[src/nvws_pkg.sv]
// How it works
// Status readable anytime by one read cycle.
// Status read: select low, gate low, strobe high.
// Data pin low while write busy.
// Data pin high once write done.
// Reset during write leaves write undisturbed.
// Power-up clears the write-enable latch.
// Reset sequence precedes every write sequence.
// Only start-write command launches programming.
// Finished write clears the write-enable latch.
// Protect low blocks latch and writes.
// Reset is read, write zero, read.
// Start-write is read, write one, read.
// Bit captured on first strobe/select rise.
// Reset, 16 address bits, bytes, start-write.
// Poll until high before next sequence; the host stops after POLL_MAX+1 reads.
// Protect drop lets running write finish.
package nvws_pkg;
	localparam int unsigned CLK_PERIOD_NS = 8;
	localparam int unsigned T_CYCLE_NS    = 300;
	localparam int unsigned T_LOW_NS      = 70;
	localparam int unsigned T_PROT_NS     = 500;
	localparam int unsigned CYC_LOW  = (T_LOW_NS + CLK_PERIOD_NS - 1) / CLK_PERIOD_NS;
	localparam int unsigned CYC_REST = (T_CYCLE_NS + CLK_PERIOD_NS - 1)
		/ CLK_PERIOD_NS - CYC_LOW;
	localparam int unsigned CYC_PROT = (T_PROT_NS + CLK_PERIOD_NS - 1) / CLK_PERIOD_NS;
	localparam int unsigned ADDR_BITS = 16;
	localparam int unsigned PAGE_BYTES = 8;
	localparam int unsigned BYTE_BITS = 8;
	localparam int unsigned CNT_W = 8;

	typedef enum logic [1:0] {
		NVWS_CMD_STATUS,
		NVWS_CMD_WRITE,
		NVWS_CMD_RESET
	} nvws_cmd_t;

	// One bus cycle towards the device.
	typedef enum logic [1:0] {
		NVWS_CYC_READ,
		NVWS_CYC_WR0,
		NVWS_CYC_WR1
	} nvws_cyc_t;

	typedef struct packed {
		logic sel_n;
		logic gate_n;
		logic strobe_n;
		logic dat;
		logic dat_oe;
		logic prot_n;
	} nvws_pins_t;

	typedef struct packed {
		logic        busy;
		logic        done;
		logic        status;
		logic        refused;
	} nvws_resp_t;
endpackage

[src/nvws_host.sv]
`timescale 1ns/1ns
`default_nettype none
// Host controller: status polling, reset sequences and page writes of 1 to PAGE_BYTES bytes.
module nvws_host #(
	parameter int unsigned PAGE_BYTES = nvws_pkg::PAGE_BYTES,
	parameter int unsigned POLL_MAX   = 2000000
) (
	input  wire logic               clk_i,
	input  wire logic               reset_n_i,
	input  wire logic               req_i,
	input  wire nvws_pkg::nvws_cmd_t cmd_i,
	input  wire logic [15:0]        addr_i,
	input  wire logic [63:0]        data_i,
	input  wire logic [3:0]         nbytes_i,
	input  wire logic               prot_en_i,
	input  wire logic               dat_i,
	output logic                    sel_n_o,
	output logic                    gate_n_o,
	output logic                    strobe_n_o,
	output logic                    dat_o,
	output logic                    dat_oe_o,
	output logic                    prot_n_o,
	output logic                    ack_o,
	output nvws_pkg::nvws_resp_t    resp_o
);
	typedef enum logic [2:0] {
		NVWS_IDLE, NVWS_PROT, NVWS_RST, NVWS_ADDR, NVWS_DATA, NVWS_START,
		NVWS_POLL
	} nvws_st_t;

	logic rs1_q, rs2_q;
	always_ff @(posedge clk_i or negedge reset_n_i) begin
		if (!reset_n_i) begin
			rs1_q <= 1'b0;
			rs2_q <= 1'b0;
		end else begin
			rs1_q <= 1'b1;
			rs2_q <= rs1_q;
		end
	end

	nvws_st_t st_q, st_d;
	logic [1:0] step_q, step_d;
	logic [6:0] bit_q, bit_d;
	logic [6:0] nbits_q, nbits_d;
	logic [15:0] addr_q, addr_d;
	logic [63:0] data_q, data_d;
	logic [31:0] wait_q, wait_d;
	logic write_q, write_d;
	logic ack_d, prot_n_d;
	nvws_pkg::nvws_resp_t resp_d;
	logic go, cyc_done, rdat;
	nvws_pkg::nvws_cyc_t kind;
	logic c_sel, c_gate, c_strobe, c_dat, c_oe;

	nvws_cycle u_cycle (
		.clk_i     (clk_i),
		.rst_n_i   (rs2_q),
		.go_i      (go),
		.kind_i    (kind),
		.dat_i     (dat_i),
		.sel_n_o   (c_sel),
		.gate_n_o  (c_gate),
		.strobe_n_o(c_strobe),
		.dat_o     (c_dat),
		.dat_oe_o  (c_oe),
		.done_o    (cyc_done),
		.rdat_o    (rdat)
	);

	always_comb begin
		st_d = st_q;
		step_d = step_q;
		bit_d = bit_q;
		nbits_d = nbits_q;
		addr_d = addr_q;
		data_d = data_q;
		wait_d = wait_q;
		write_d = write_q;
		ack_d = 1'b0;
		resp_d = resp_o;
		resp_d.done = 1'b0;
		resp_d.refused = 1'b0;
		// Protect is released while enabled, but only between sequences, so a
		// running programming cycle is never affected. See and.
		prot_n_d = prot_n_o;
		go = 1'b0;
		kind = nvws_pkg::NVWS_CYC_READ;
		unique case (st_q)
			NVWS_IDLE: begin
				prot_n_d = prot_en_i;
				if (req_i) begin
					ack_d = 1'b1;
					step_d = '0;
					addr_d = addr_i;
					data_d = data_i;
					nbits_d = 7'(nvws_pkg::BYTE_BITS) * 7'(nbytes_i);
					resp_d.busy = 1'b1;
					unique case (cmd_i)
						nvws_pkg::NVWS_CMD_STATUS: st_d = NVWS_POLL;
						nvws_pkg::NVWS_CMD_RESET: begin
							write_d = 1'b0;
							st_d = NVWS_RST;
						end
						nvws_pkg::NVWS_CMD_WRITE: begin
							// Zero or oversized pages, or protect held, are refused:
							// an incomplete sequence would program nothing anyway.
							if (!prot_en_i || nbytes_i == '0
								|| 32'(nbytes_i) > PAGE_BYTES) begin
								resp_d.refused = 1'b1;
								resp_d.busy = 1'b0;
								resp_d.done = 1'b1;
								st_d = NVWS_IDLE;
							end else begin
								write_d = 1'b1;
								wait_d = 32'(nvws_pkg::CYC_PROT);
								st_d = NVWS_PROT;
							end
						end
						default: st_d = NVWS_IDLE;
					endcase
				end
			end
			NVWS_PROT: begin
				prot_n_d = 1'b1;
				wait_d = wait_q - 1'b1;
				if (wait_q == '0) st_d = NVWS_RST;
			end
			NVWS_RST: begin
				// Read, write zero, read. See and.
				go = (step_q != 2'd3);
				kind = (step_q == 2'd1) ? nvws_pkg::NVWS_CYC_WR0
					: nvws_pkg::NVWS_CYC_READ;
				if (cyc_done) begin
					step_d = step_q + 1'b1;
					if (step_q == 2'd2) begin
						step_d = '0;
						bit_d = '0;
						st_d = write_q ? NVWS_ADDR : NVWS_POLL;
					end
				end
				if (step_q == 2'd3) go = 1'b0;
			end
			NVWS_ADDR: begin
				go = 1'b1;
				kind = addr_q[15] ? nvws_pkg::NVWS_CYC_WR1 : nvws_pkg::NVWS_CYC_WR0;
				if (cyc_done) begin
					addr_d = {addr_q[14:0], 1'b0};
					bit_d = bit_q + 1'b1;
					if (bit_q == 7'(nvws_pkg::ADDR_BITS - 1)) begin
						bit_d = '0;
						st_d = NVWS_DATA;
					end
				end
			end
			NVWS_DATA: begin
				go = 1'b1;
				kind = data_q[63] ? nvws_pkg::NVWS_CYC_WR1 : nvws_pkg::NVWS_CYC_WR0;
				if (cyc_done) begin
					data_d = {data_q[62:0], 1'b0};
					bit_d = bit_q + 1'b1;
					if (bit_q == nbits_q - 1'b1) begin
						st_d = NVWS_START;
					end
				end
			end
			NVWS_START: begin
				// Read ends the page load, write one, read launches it. See,.
				go = 1'b1;
				kind = (step_q == 2'd1) ? nvws_pkg::NVWS_CYC_WR1
					: nvws_pkg::NVWS_CYC_READ;
				if (cyc_done) begin
					step_d = step_q + 1'b1;
					if (step_q == 2'd2) begin
						step_d = '0;
						wait_d = POLL_MAX;
						st_d = NVWS_POLL;
					end
				end
			end
			NVWS_POLL: begin
				// Status read: low means programming, high means done. See,
				// ; a write polls until high or for POLL_MAX+1 reads, other commands read once. See.
				go = 1'b1;
				if (cyc_done) begin
					resp_d.status = rdat;
					wait_d = wait_q - 1'b1;
					if (rdat || !write_q || wait_q == '0) begin
						resp_d.busy = 1'b0;
						resp_d.done = 1'b1;
						resp_d.refused = !rdat;
						write_d = 1'b0;
						st_d = NVWS_IDLE;
					end
				end
			end
			default: st_d = NVWS_IDLE;
		endcase
		if (cyc_done) go = 1'b0;
	end

	always_ff @(posedge clk_i or negedge rs2_q) begin
		if (!rs2_q) begin
			st_q <= NVWS_IDLE;
			step_q <= '0;
			bit_q <= '0;
			nbits_q <= '0;
			addr_q <= '0;
			data_q <= '0;
			wait_q <= '0;
			write_q <= 1'b0;
			ack_o <= 1'b0;
			resp_o <= '0;
			prot_n_o <= 1'b0;
			sel_n_o <= 1'b1;
			gate_n_o <= 1'b1;
			strobe_n_o <= 1'b1;
			dat_o <= 1'b0;
			dat_oe_o <= 1'b0;
		end else begin
			st_q <= st_d;
			step_q <= step_d;
			bit_q <= bit_d;
			nbits_q <= nbits_d;
			addr_q <= addr_d;
			data_q <= data_d;
			wait_q <= wait_d;
			write_q <= write_d;
			ack_o <= ack_d;
			resp_o <= resp_d;
			prot_n_o <= prot_n_d;
			sel_n_o <= c_sel;
			gate_n_o <= c_gate;
			strobe_n_o <= c_strobe;
			dat_o <= c_dat;
			dat_oe_o <= c_oe;
		end
	end
endmodule
`default_nettype wire

[src/nvws_cycle.sv]
`timescale 1ns/1ns
`default_nettype none
// Runs one bus cycle; low phase then recovery, sampling the data pin on reads.
module nvws_cycle (
	input  wire logic               clk_i,
	input  wire logic               rst_n_i,
	input  wire logic               go_i,
	input  wire nvws_pkg::nvws_cyc_t kind_i,
	input  wire logic               dat_i,
	output logic                    sel_n_o,
	output logic                    gate_n_o,
	output logic                    strobe_n_o,
	output logic                    dat_o,
	output logic                    dat_oe_o,
	output logic                    done_o,
	output logic                    rdat_o
);
	typedef enum logic [1:0] {NVWS_C_IDLE, NVWS_C_LOW, NVWS_C_REST} nvws_cst_t;
	nvws_cst_t st_q, st_d;
	logic [nvws_pkg::CNT_W-1:0] cnt_q, cnt_d;
	logic sel_n_d, gate_n_d, strobe_n_d, dat_d, oe_d, done_d, rdat_d;
	nvws_pkg::nvws_cyc_t kind_q, kind_d;

	always_comb begin
		st_d = st_q;
		cnt_d = cnt_q;
		kind_d = kind_q;
		sel_n_d = 1'b1;
		gate_n_d = 1'b1;
		strobe_n_d = 1'b1;
		dat_d = dat_o;
		oe_d = dat_oe_o;
		done_d = 1'b0;
		rdat_d = rdat_o;
		unique case (st_q)
			NVWS_C_IDLE: begin
				oe_d = 1'b0;
				if (go_i) begin
					st_d = NVWS_C_LOW;
					kind_d = kind_i;
					cnt_d = nvws_pkg::CNT_W'(nvws_pkg::CYC_LOW);
				end
			end
			NVWS_C_LOW: begin
				sel_n_d = 1'b0;
				// Strobe and gate are never low together while selected.
				if (kind_q == nvws_pkg::NVWS_CYC_READ) begin
					gate_n_d = 1'b0;
					oe_d = 1'b0;
				end else begin
					strobe_n_d = 1'b0;
					oe_d = 1'b1;
					dat_d = (kind_q == nvws_pkg::NVWS_CYC_WR1);
				end
				cnt_d = cnt_q - 1'b1;
				if (cnt_q == '0) begin
					// Select and strobe rise together; the device latches the bit
					// on that first rise while data is still held. See.
					sel_n_d = 1'b1;
					gate_n_d = 1'b1;
					strobe_n_d = 1'b1;
					if (kind_q == nvws_pkg::NVWS_CYC_READ) begin
						rdat_d = dat_i;
					end
					st_d = NVWS_C_REST;
					cnt_d = nvws_pkg::CNT_W'(nvws_pkg::CYC_REST);
				end
			end
			NVWS_C_REST: begin
				oe_d = 1'b0;
				cnt_d = cnt_q - 1'b1;
				if (cnt_q == '0) begin
					st_d = NVWS_C_IDLE;
					done_d = 1'b1;
				end
			end
			default: st_d = NVWS_C_IDLE;
		endcase
	end

	always_ff @(posedge clk_i or negedge rst_n_i) begin
		if (!rst_n_i) begin
			st_q <= NVWS_C_IDLE;
			cnt_q <= '0;
			kind_q <= nvws_pkg::NVWS_CYC_READ;
			sel_n_o <= 1'b1;
			gate_n_o <= 1'b1;
			strobe_n_o <= 1'b1;
			dat_o <= 1'b0;
			dat_oe_o <= 1'b0;
			done_o <= 1'b0;
			rdat_o <= 1'b0;
		end else begin
			st_q <= st_d;
			cnt_q <= cnt_d;
			kind_q <= kind_d;
			sel_n_o <= sel_n_d;
			gate_n_o <= gate_n_d;
			strobe_n_o <= strobe_n_d;
			dat_o <= dat_d;
			dat_oe_o <= oe_d;
			done_o <= done_d;
			rdat_o <= rdat_d;
		end
	end
endmodule
`default_nettype wire

[config.mk]
export PLATFORM = sky130hd
export DESIGN_NAME = nvws_host
export DESIGN_NICKNAME = d
export VERILOG_FILES = /design/src/nvws_pkg.sv /design/src/nvws_host.sv /design/src/nvws_cycle.sv
export SDC_FILE = /design/constraint.sdc
export NUM_CORES = 1
export LEC_CHECK = 0
export BUFFER_PORTS_ARGS = -buffer_cell sky130_fd_sc_hd__buf_2
export CAP_MARGIN = 0
export CORE_ASPECT_RATIO = 1.75
export CORE_UTILIZATION = 40
export CTS_BUF_LIST = sky130_fd_sc_hd__clkbuf_4
export DETAILED_ROUTE_END_ITERATION = 8
export GPL_TIMING_DRIVEN = 0
export SLEW_MARGIN = 0
export SYNTH_ARGS = -nofsm -noshare
export SYNTH_HDL_FRONTEND = slang
export SYNTH_SLANG_ARGS = --single-unit
[constraint.sdc]
create_clock -name clk_i -period 5.7 [get_ports clk_i]
set_input_delay 1.425 -clock clk_i [delete_from_list [all_inputs] [get_ports clk_i]]
set_output_delay 1.425 -clock clk_i [all_outputs]
set_load 0.02 [all_outputs]
Word-level counts from Yosys, hierarchy flattened

Index checks and enable logic that the tools add are counted.

$add $sub $neg: 5
Magnitude comparators: 1
Equality and inequality tests: 37
Multiplexer cells: 84
Bitwise gates (word level): 1
Reductions and logical operators: 41

Operator list:

| operator                                                             | count |
|---|---|
| 32-bit two-way mux                                                   | 6 |
| 64-bit two-way mux                                                   | 2 |
| 32-bit case mux with 4 select lines                                  | 1 |
| 64-bit case mux with 2 select lines                                  | 1 |
| 3-bit two-way mux                                                    | 13 |
| 7-bit two-way mux                                                    | 5 |
| 32-bit logical NOT                                                   | 1 |
| 16-bit two-way mux                                                   | 2 |
| 16-bit case mux with 2 select lines                                  | 1 |
| 32-bit by 1-bit subtractor with 32-bit output, second input constant | 1 |
| 2-bit two-way mux                                                    | 13 |
| 8-bit case mux with 3 select lines                                   | 1 |
| 1-bit two-way mux                                                    | 23 |
| 3-bit case mux with 7 select lines                                   | 1 |
| 7-bit case mux with 3 select lines                                   | 1 |
| 2-bit != test, second input constant                                 | 10 |
| 2-bit by 1-bit != test with 1-bit output, second input constant      | 9 |
| 8-bit two-way mux                                                    | 2 |
| 3-bit AND reduction                                                  | 5 |
| 1-bit case mux with 2 select lines                                   | 6 |
| 12-bit AND reduction                                                 | 1 |
| 2-bit nonzero test                                                   | 6 |
| 2-bit == test, second input constant                                 | 5 |
| 2-bit AND reduction                                                  | 5 |
| other kinds (33)                                                     | 48 |

Register bits after elaboration: 161
Bits of input ports: 91
Output and inout port bits: 11
Logic and storage cells: 200

Logic depth before layout (Yosys ltp)

Word-level depth: 7
Mapped depth: 9

Modules after synthesis

Synthesis repeated with hierarchy kept, for this count alone.

Cells, all modules: 852
Area total of the unflattened synthesis: 8,222.9 um^2

By module, submodules not included:

| module     | instances | cells each | area an instance (um^2) |
|---|---|---|---|
| nvws_host  | 1         | 758        | 7,253.2 |
| nvws_cycle | 1         | 94         | 969.7 |

Worst setup path before layout

OpenSTA, ideal clock, no wires.

Path type: input to register
Start point: in nbytes_i[1]
End point: reg wait_q[16]
Setup time: 0.096 ns
Arrival time: 2.886 ns
Setup slack: 2.719 ns
Stages on the path: 7
Cell sequence: or4_1 > nand4_1 > nand2_1 > o21ai_1 > clkbuf_1 > o21ai_0 > o31ai_1

Cells in the longest elaborated chain, start to end: 5

RTL lines:

| element                                                                               | line             | source |
|---|---|---|
| start: declaration                                                                    | nvws_host.sv:14  | `input wire logic [3:0] nbytes_i,` |
| parallel branches: the longest is 2 deep, another holds 4-bit greater-than comparator | n/a              |  |
| 1-bit logical OR *                                                                    | nvws_host.sv:109 | `\|\| 32'(nbytes_i) > PAGE_BYTES) begin` |
| 2-bit != test (no line) *                                                             | n/a              |  |
| 7-bit AND reduction (no line) *                                                       | n/a              |  |
| end signal: assignment                                                                | nvws_host.sv:227 | `wait_q <= wait_d;` |
| end: declaration                                                                      | nvws_host.sv:48  | `logic [31:0] wait_q, wait_d;` |

Every way passes the cells marked *.
A chain may end at the register's enable or synchronous reset.

Final worst setup path

Start point: in req_i
End point: reg data_q[57]

Cells in the longest elaborated chain, start to end: 2

RTL lines:

| element                       | line             | source |
|---|---|---|
| start: declaration            | nvws_host.sv:10  | `input wire logic req_i,` |
| 2-bit != test (no line)       | n/a              |  |
| 3-bit AND reduction (no line) | n/a              |  |
| end signal: assignment        | nvws_host.sv:226 | `data_q <= data_d;` |
| end: declaration              | nvws_host.sv:47  | `logic [63:0] data_q, data_d;` |

Every way passes these cells.

==> impl_metrics.toml <==
[run_status]
status = "finished clean"

[detailed_routing]
drt_wl_total_um = 19600
drcViolationCount = 0
ant_nets = 0
vias = 6716
drtPass1Iterations = 7
drt-vias-per-instance = 5.43
routedWlPerCell_um = 15.8
drtIter0Drc = 422

[clock_tree]
clk_pin_slew_worst_paths_ps = 130
ctsHoldBuffers = 0
cts_tree = "built"
cts_resized = 0
postCtsSetupRepairBufs = 0
cts.sinks = 161
cts_buffers = 17
clock_latency_ps = 560
cts_buffer_depth = 2
root_buffer = "clkbuf_4"
ctsHtreeMaxLevel = 4

[pwr]
p_leak_nw = 4.06
p_per_area_nw_per_um2 = 480
power_mw = 4.43
peakVddDrop_v = 0.000190

[floorplanning]
die_y_um = 190
boundaryPins = 102
die_w_um = 109
start_util_pct = 40.8
die-area_sq_um = 20700
rows = 68
core_sq_um = 19700

[synthesis]
synth_area_leader_cell = "dfrtp_1"
synthMuxAreaShare_pct = 10.2
yosysMostFrequentCell = "dfrtp_1"
synth_top_family_by_area = "compound AO/OA/AOI/OAI gates"
ys.flop_type = "dfrtp_1"
synth_warnings = 0
synth-compound-area-share_pct = 18.7
yosys.area_share.simple_pct = 15.6
synth-adder-area-share_pct = 1.40
synth_xor_area_share_pct = 0.761
synthTopCellsByCount = "155 x dfrtp_1, 136 x o21ai_0, 119 x nand2_1, 79 x mux2i_1, 56 x nor2_1"
synthCells = 854
synth-seq-cells = 161
yosysUniqueCellTypes = 62
synth_top_area_share_pct = 48.2
syn_avg_cell_area_sq_um = 9.43
synth_edf_count = 0
synth_nets = 954
async_flop_share_pct = 100
synth.area.top_cells = "dfrtp_1 48%, mux2i_1 9.8%, o21ai_0 8.5%"
syn-cell-area_sq_um = 8050
ys_seq_area_share_pct = 50.1

[sta]
hold_violations = 0
grt_setup_unrepaired = "false"
finalWorstPathRequiredPeriod_ps = 3280
worst_pin_slew_ps = 1080
fmax_mhz = 305
tns_ps = 0
setup_viol = 0
worst_clock_skew_ps = 29.4
timing.final.crit_share_pct = 57.5
relSlewSlack_pct = 28.1
fin_ws_ps = 2420
final_max_slew_viol_count = 0

[placed_design]
dpl.hpwl_um = 14400
place_congestion = 0.834
io_buffers = 101
pre_cts_ws_ps = 1820
post_dp_cell_area_sq_um = 8920

[cells_and_area]
utilization_pct = 46.7
final_area_sq_um = 9230
syn2layout_area_growth_pct = 14.6
nNetsFinal = 1076
drive_gt1_share_pct = 16.1
fillers = 1968

[setup_path]
end_kind = "flop"
crit_required_ps = 6170
critPathLaunchType = "input port"
critPathKind = "in -> reg"
cp_data_arrival_time_ps = 3750
crit_fanout = 10
r2r_setup_slack_ps = 2810

[flow_run]
drv_cap = 0

[global_routing]
gr-usage-all-layers_pct = 19.7
grt_pass1_wl_um = 32100
grt_antenna_before_repair = 2
grt_max_degree = 63
grt_pass1_vias = 6690
grt_overflow_total = 0

[min_path]
hold_path_class = "reg -> reg"
state kept, by name, summed over array words and instances, names as in the netlist, 2 cells and up:
name            cells
wait_q             32
step_q              2
u_cycle.cnt_q       8
u_cycle.kind_q      2
addr_q             16
data_q             64
bit_q               7
resp_o              4
nbits_q             4
u_cycle.st_q        2
st_q                3
metrics by stage:
step	hold slack, ps	cells
2_1_floorplan	331	854
3_3_place_gp	334	1200
3_5_place_dp	348	1202
4_1_cts	354	1234
5_1_grt	354	1236
6_report	351	1236
worst max-delay path: stages:
cell and delay [ps]:
buf_2 130, and2_1 130, clkbuf_1 200, a21oi_1 870
clkbuf_1 390, clkbuf_1 410, nand2_1 100, o21ai_0 100
cell families (layout without fill, tap and decap cells):
| group | after synthesis | count (layout) |
|---|---|---|
| mux | 82 | 82 |
| other cells | 1 | 3 |
| xor+xnor | 7 | 7 |
| simple gates | 267 | 267 |
| fa+ha+maj | 9 | 9 |
| compound gates | 262 | 262 |
| buf+inv | 65 | 200 |
| flops | 161 | 161 |
layout by cell type (no fill, tap or decap), drive strengths merged, types with 3 or more instances in the layout:
master    Yosys  routed
mux2i        79      79
xnor2         6       6
nor2         56      56
or2           3       3
inv          17      19
o22a          6       6
or4           6       6
nor3         21      21
nor2b         9       9
nand2       119     119
o31ai        10      10
clkinvlp      0       3
dfstp         6       6
nand3b        3       3
a21o          4       4
dfrtp       155     155
nand4         3       3
nand3        10      10
bufinv        0       3
a22o          6       6
nor4         13      13
mux2          3       3
ha            9       9
buf          10     113
clkbuf       37      55
clkinv        1       7
and2          5       5
a21oi        57      57
or3           3       3
nand2b        4       4
and3          5       5
o21ai       141     141
a31oi        13      13
o41ai         4       4
worst paths after layout:
path                             startpoint    endpoint  cells after the start
setup / recovery                      req_i  data_q[57]                      8
hold / removal             u_cycle.gate_n_o    gate_n_o                      0
setup reg to reg                    st_q[2]  data_q[57]                      8
hold reg to reg            u_cycle.gate_n_o    gate_n_o                      0
max in group asynchronous             rs2_q  data_q[51]                      2
min in group asynchronous             rs2_q   resp_o[2]                      0
layer usage:
layer	vias up	wire [um]	global-route usage, %
li1	3303	-	-
met1	3246	7780	21.7
met2	142	10600	36.3
met3	25	728	3.25
met4	0	479	8.31
met5	-	0	0
area by class of cell:
type	count	area (sq um)	area share, %
timing repair buffer	103	561	6.08
clock buffer	18	135	1.46
inverter	18	67.6	0.732
tap	245	307	3.32
multi-input combinational	628	3760	40.8
buffer	47	186	2.02
clock inverter	14	161	1.75
antenna	2	5.00	0.0542
sequential	161	4040	43.8
power by group:
| group | switching (mW) | internal (mW) |
|---|---|---|
| logic | 1.14 | 0.727 |
| clock network | 0.409 | 0.307 |
| registers | 0.280 | 1.57 |
| total | 1.83 | 2.60 |
Power figures use the tool's default switching activity.
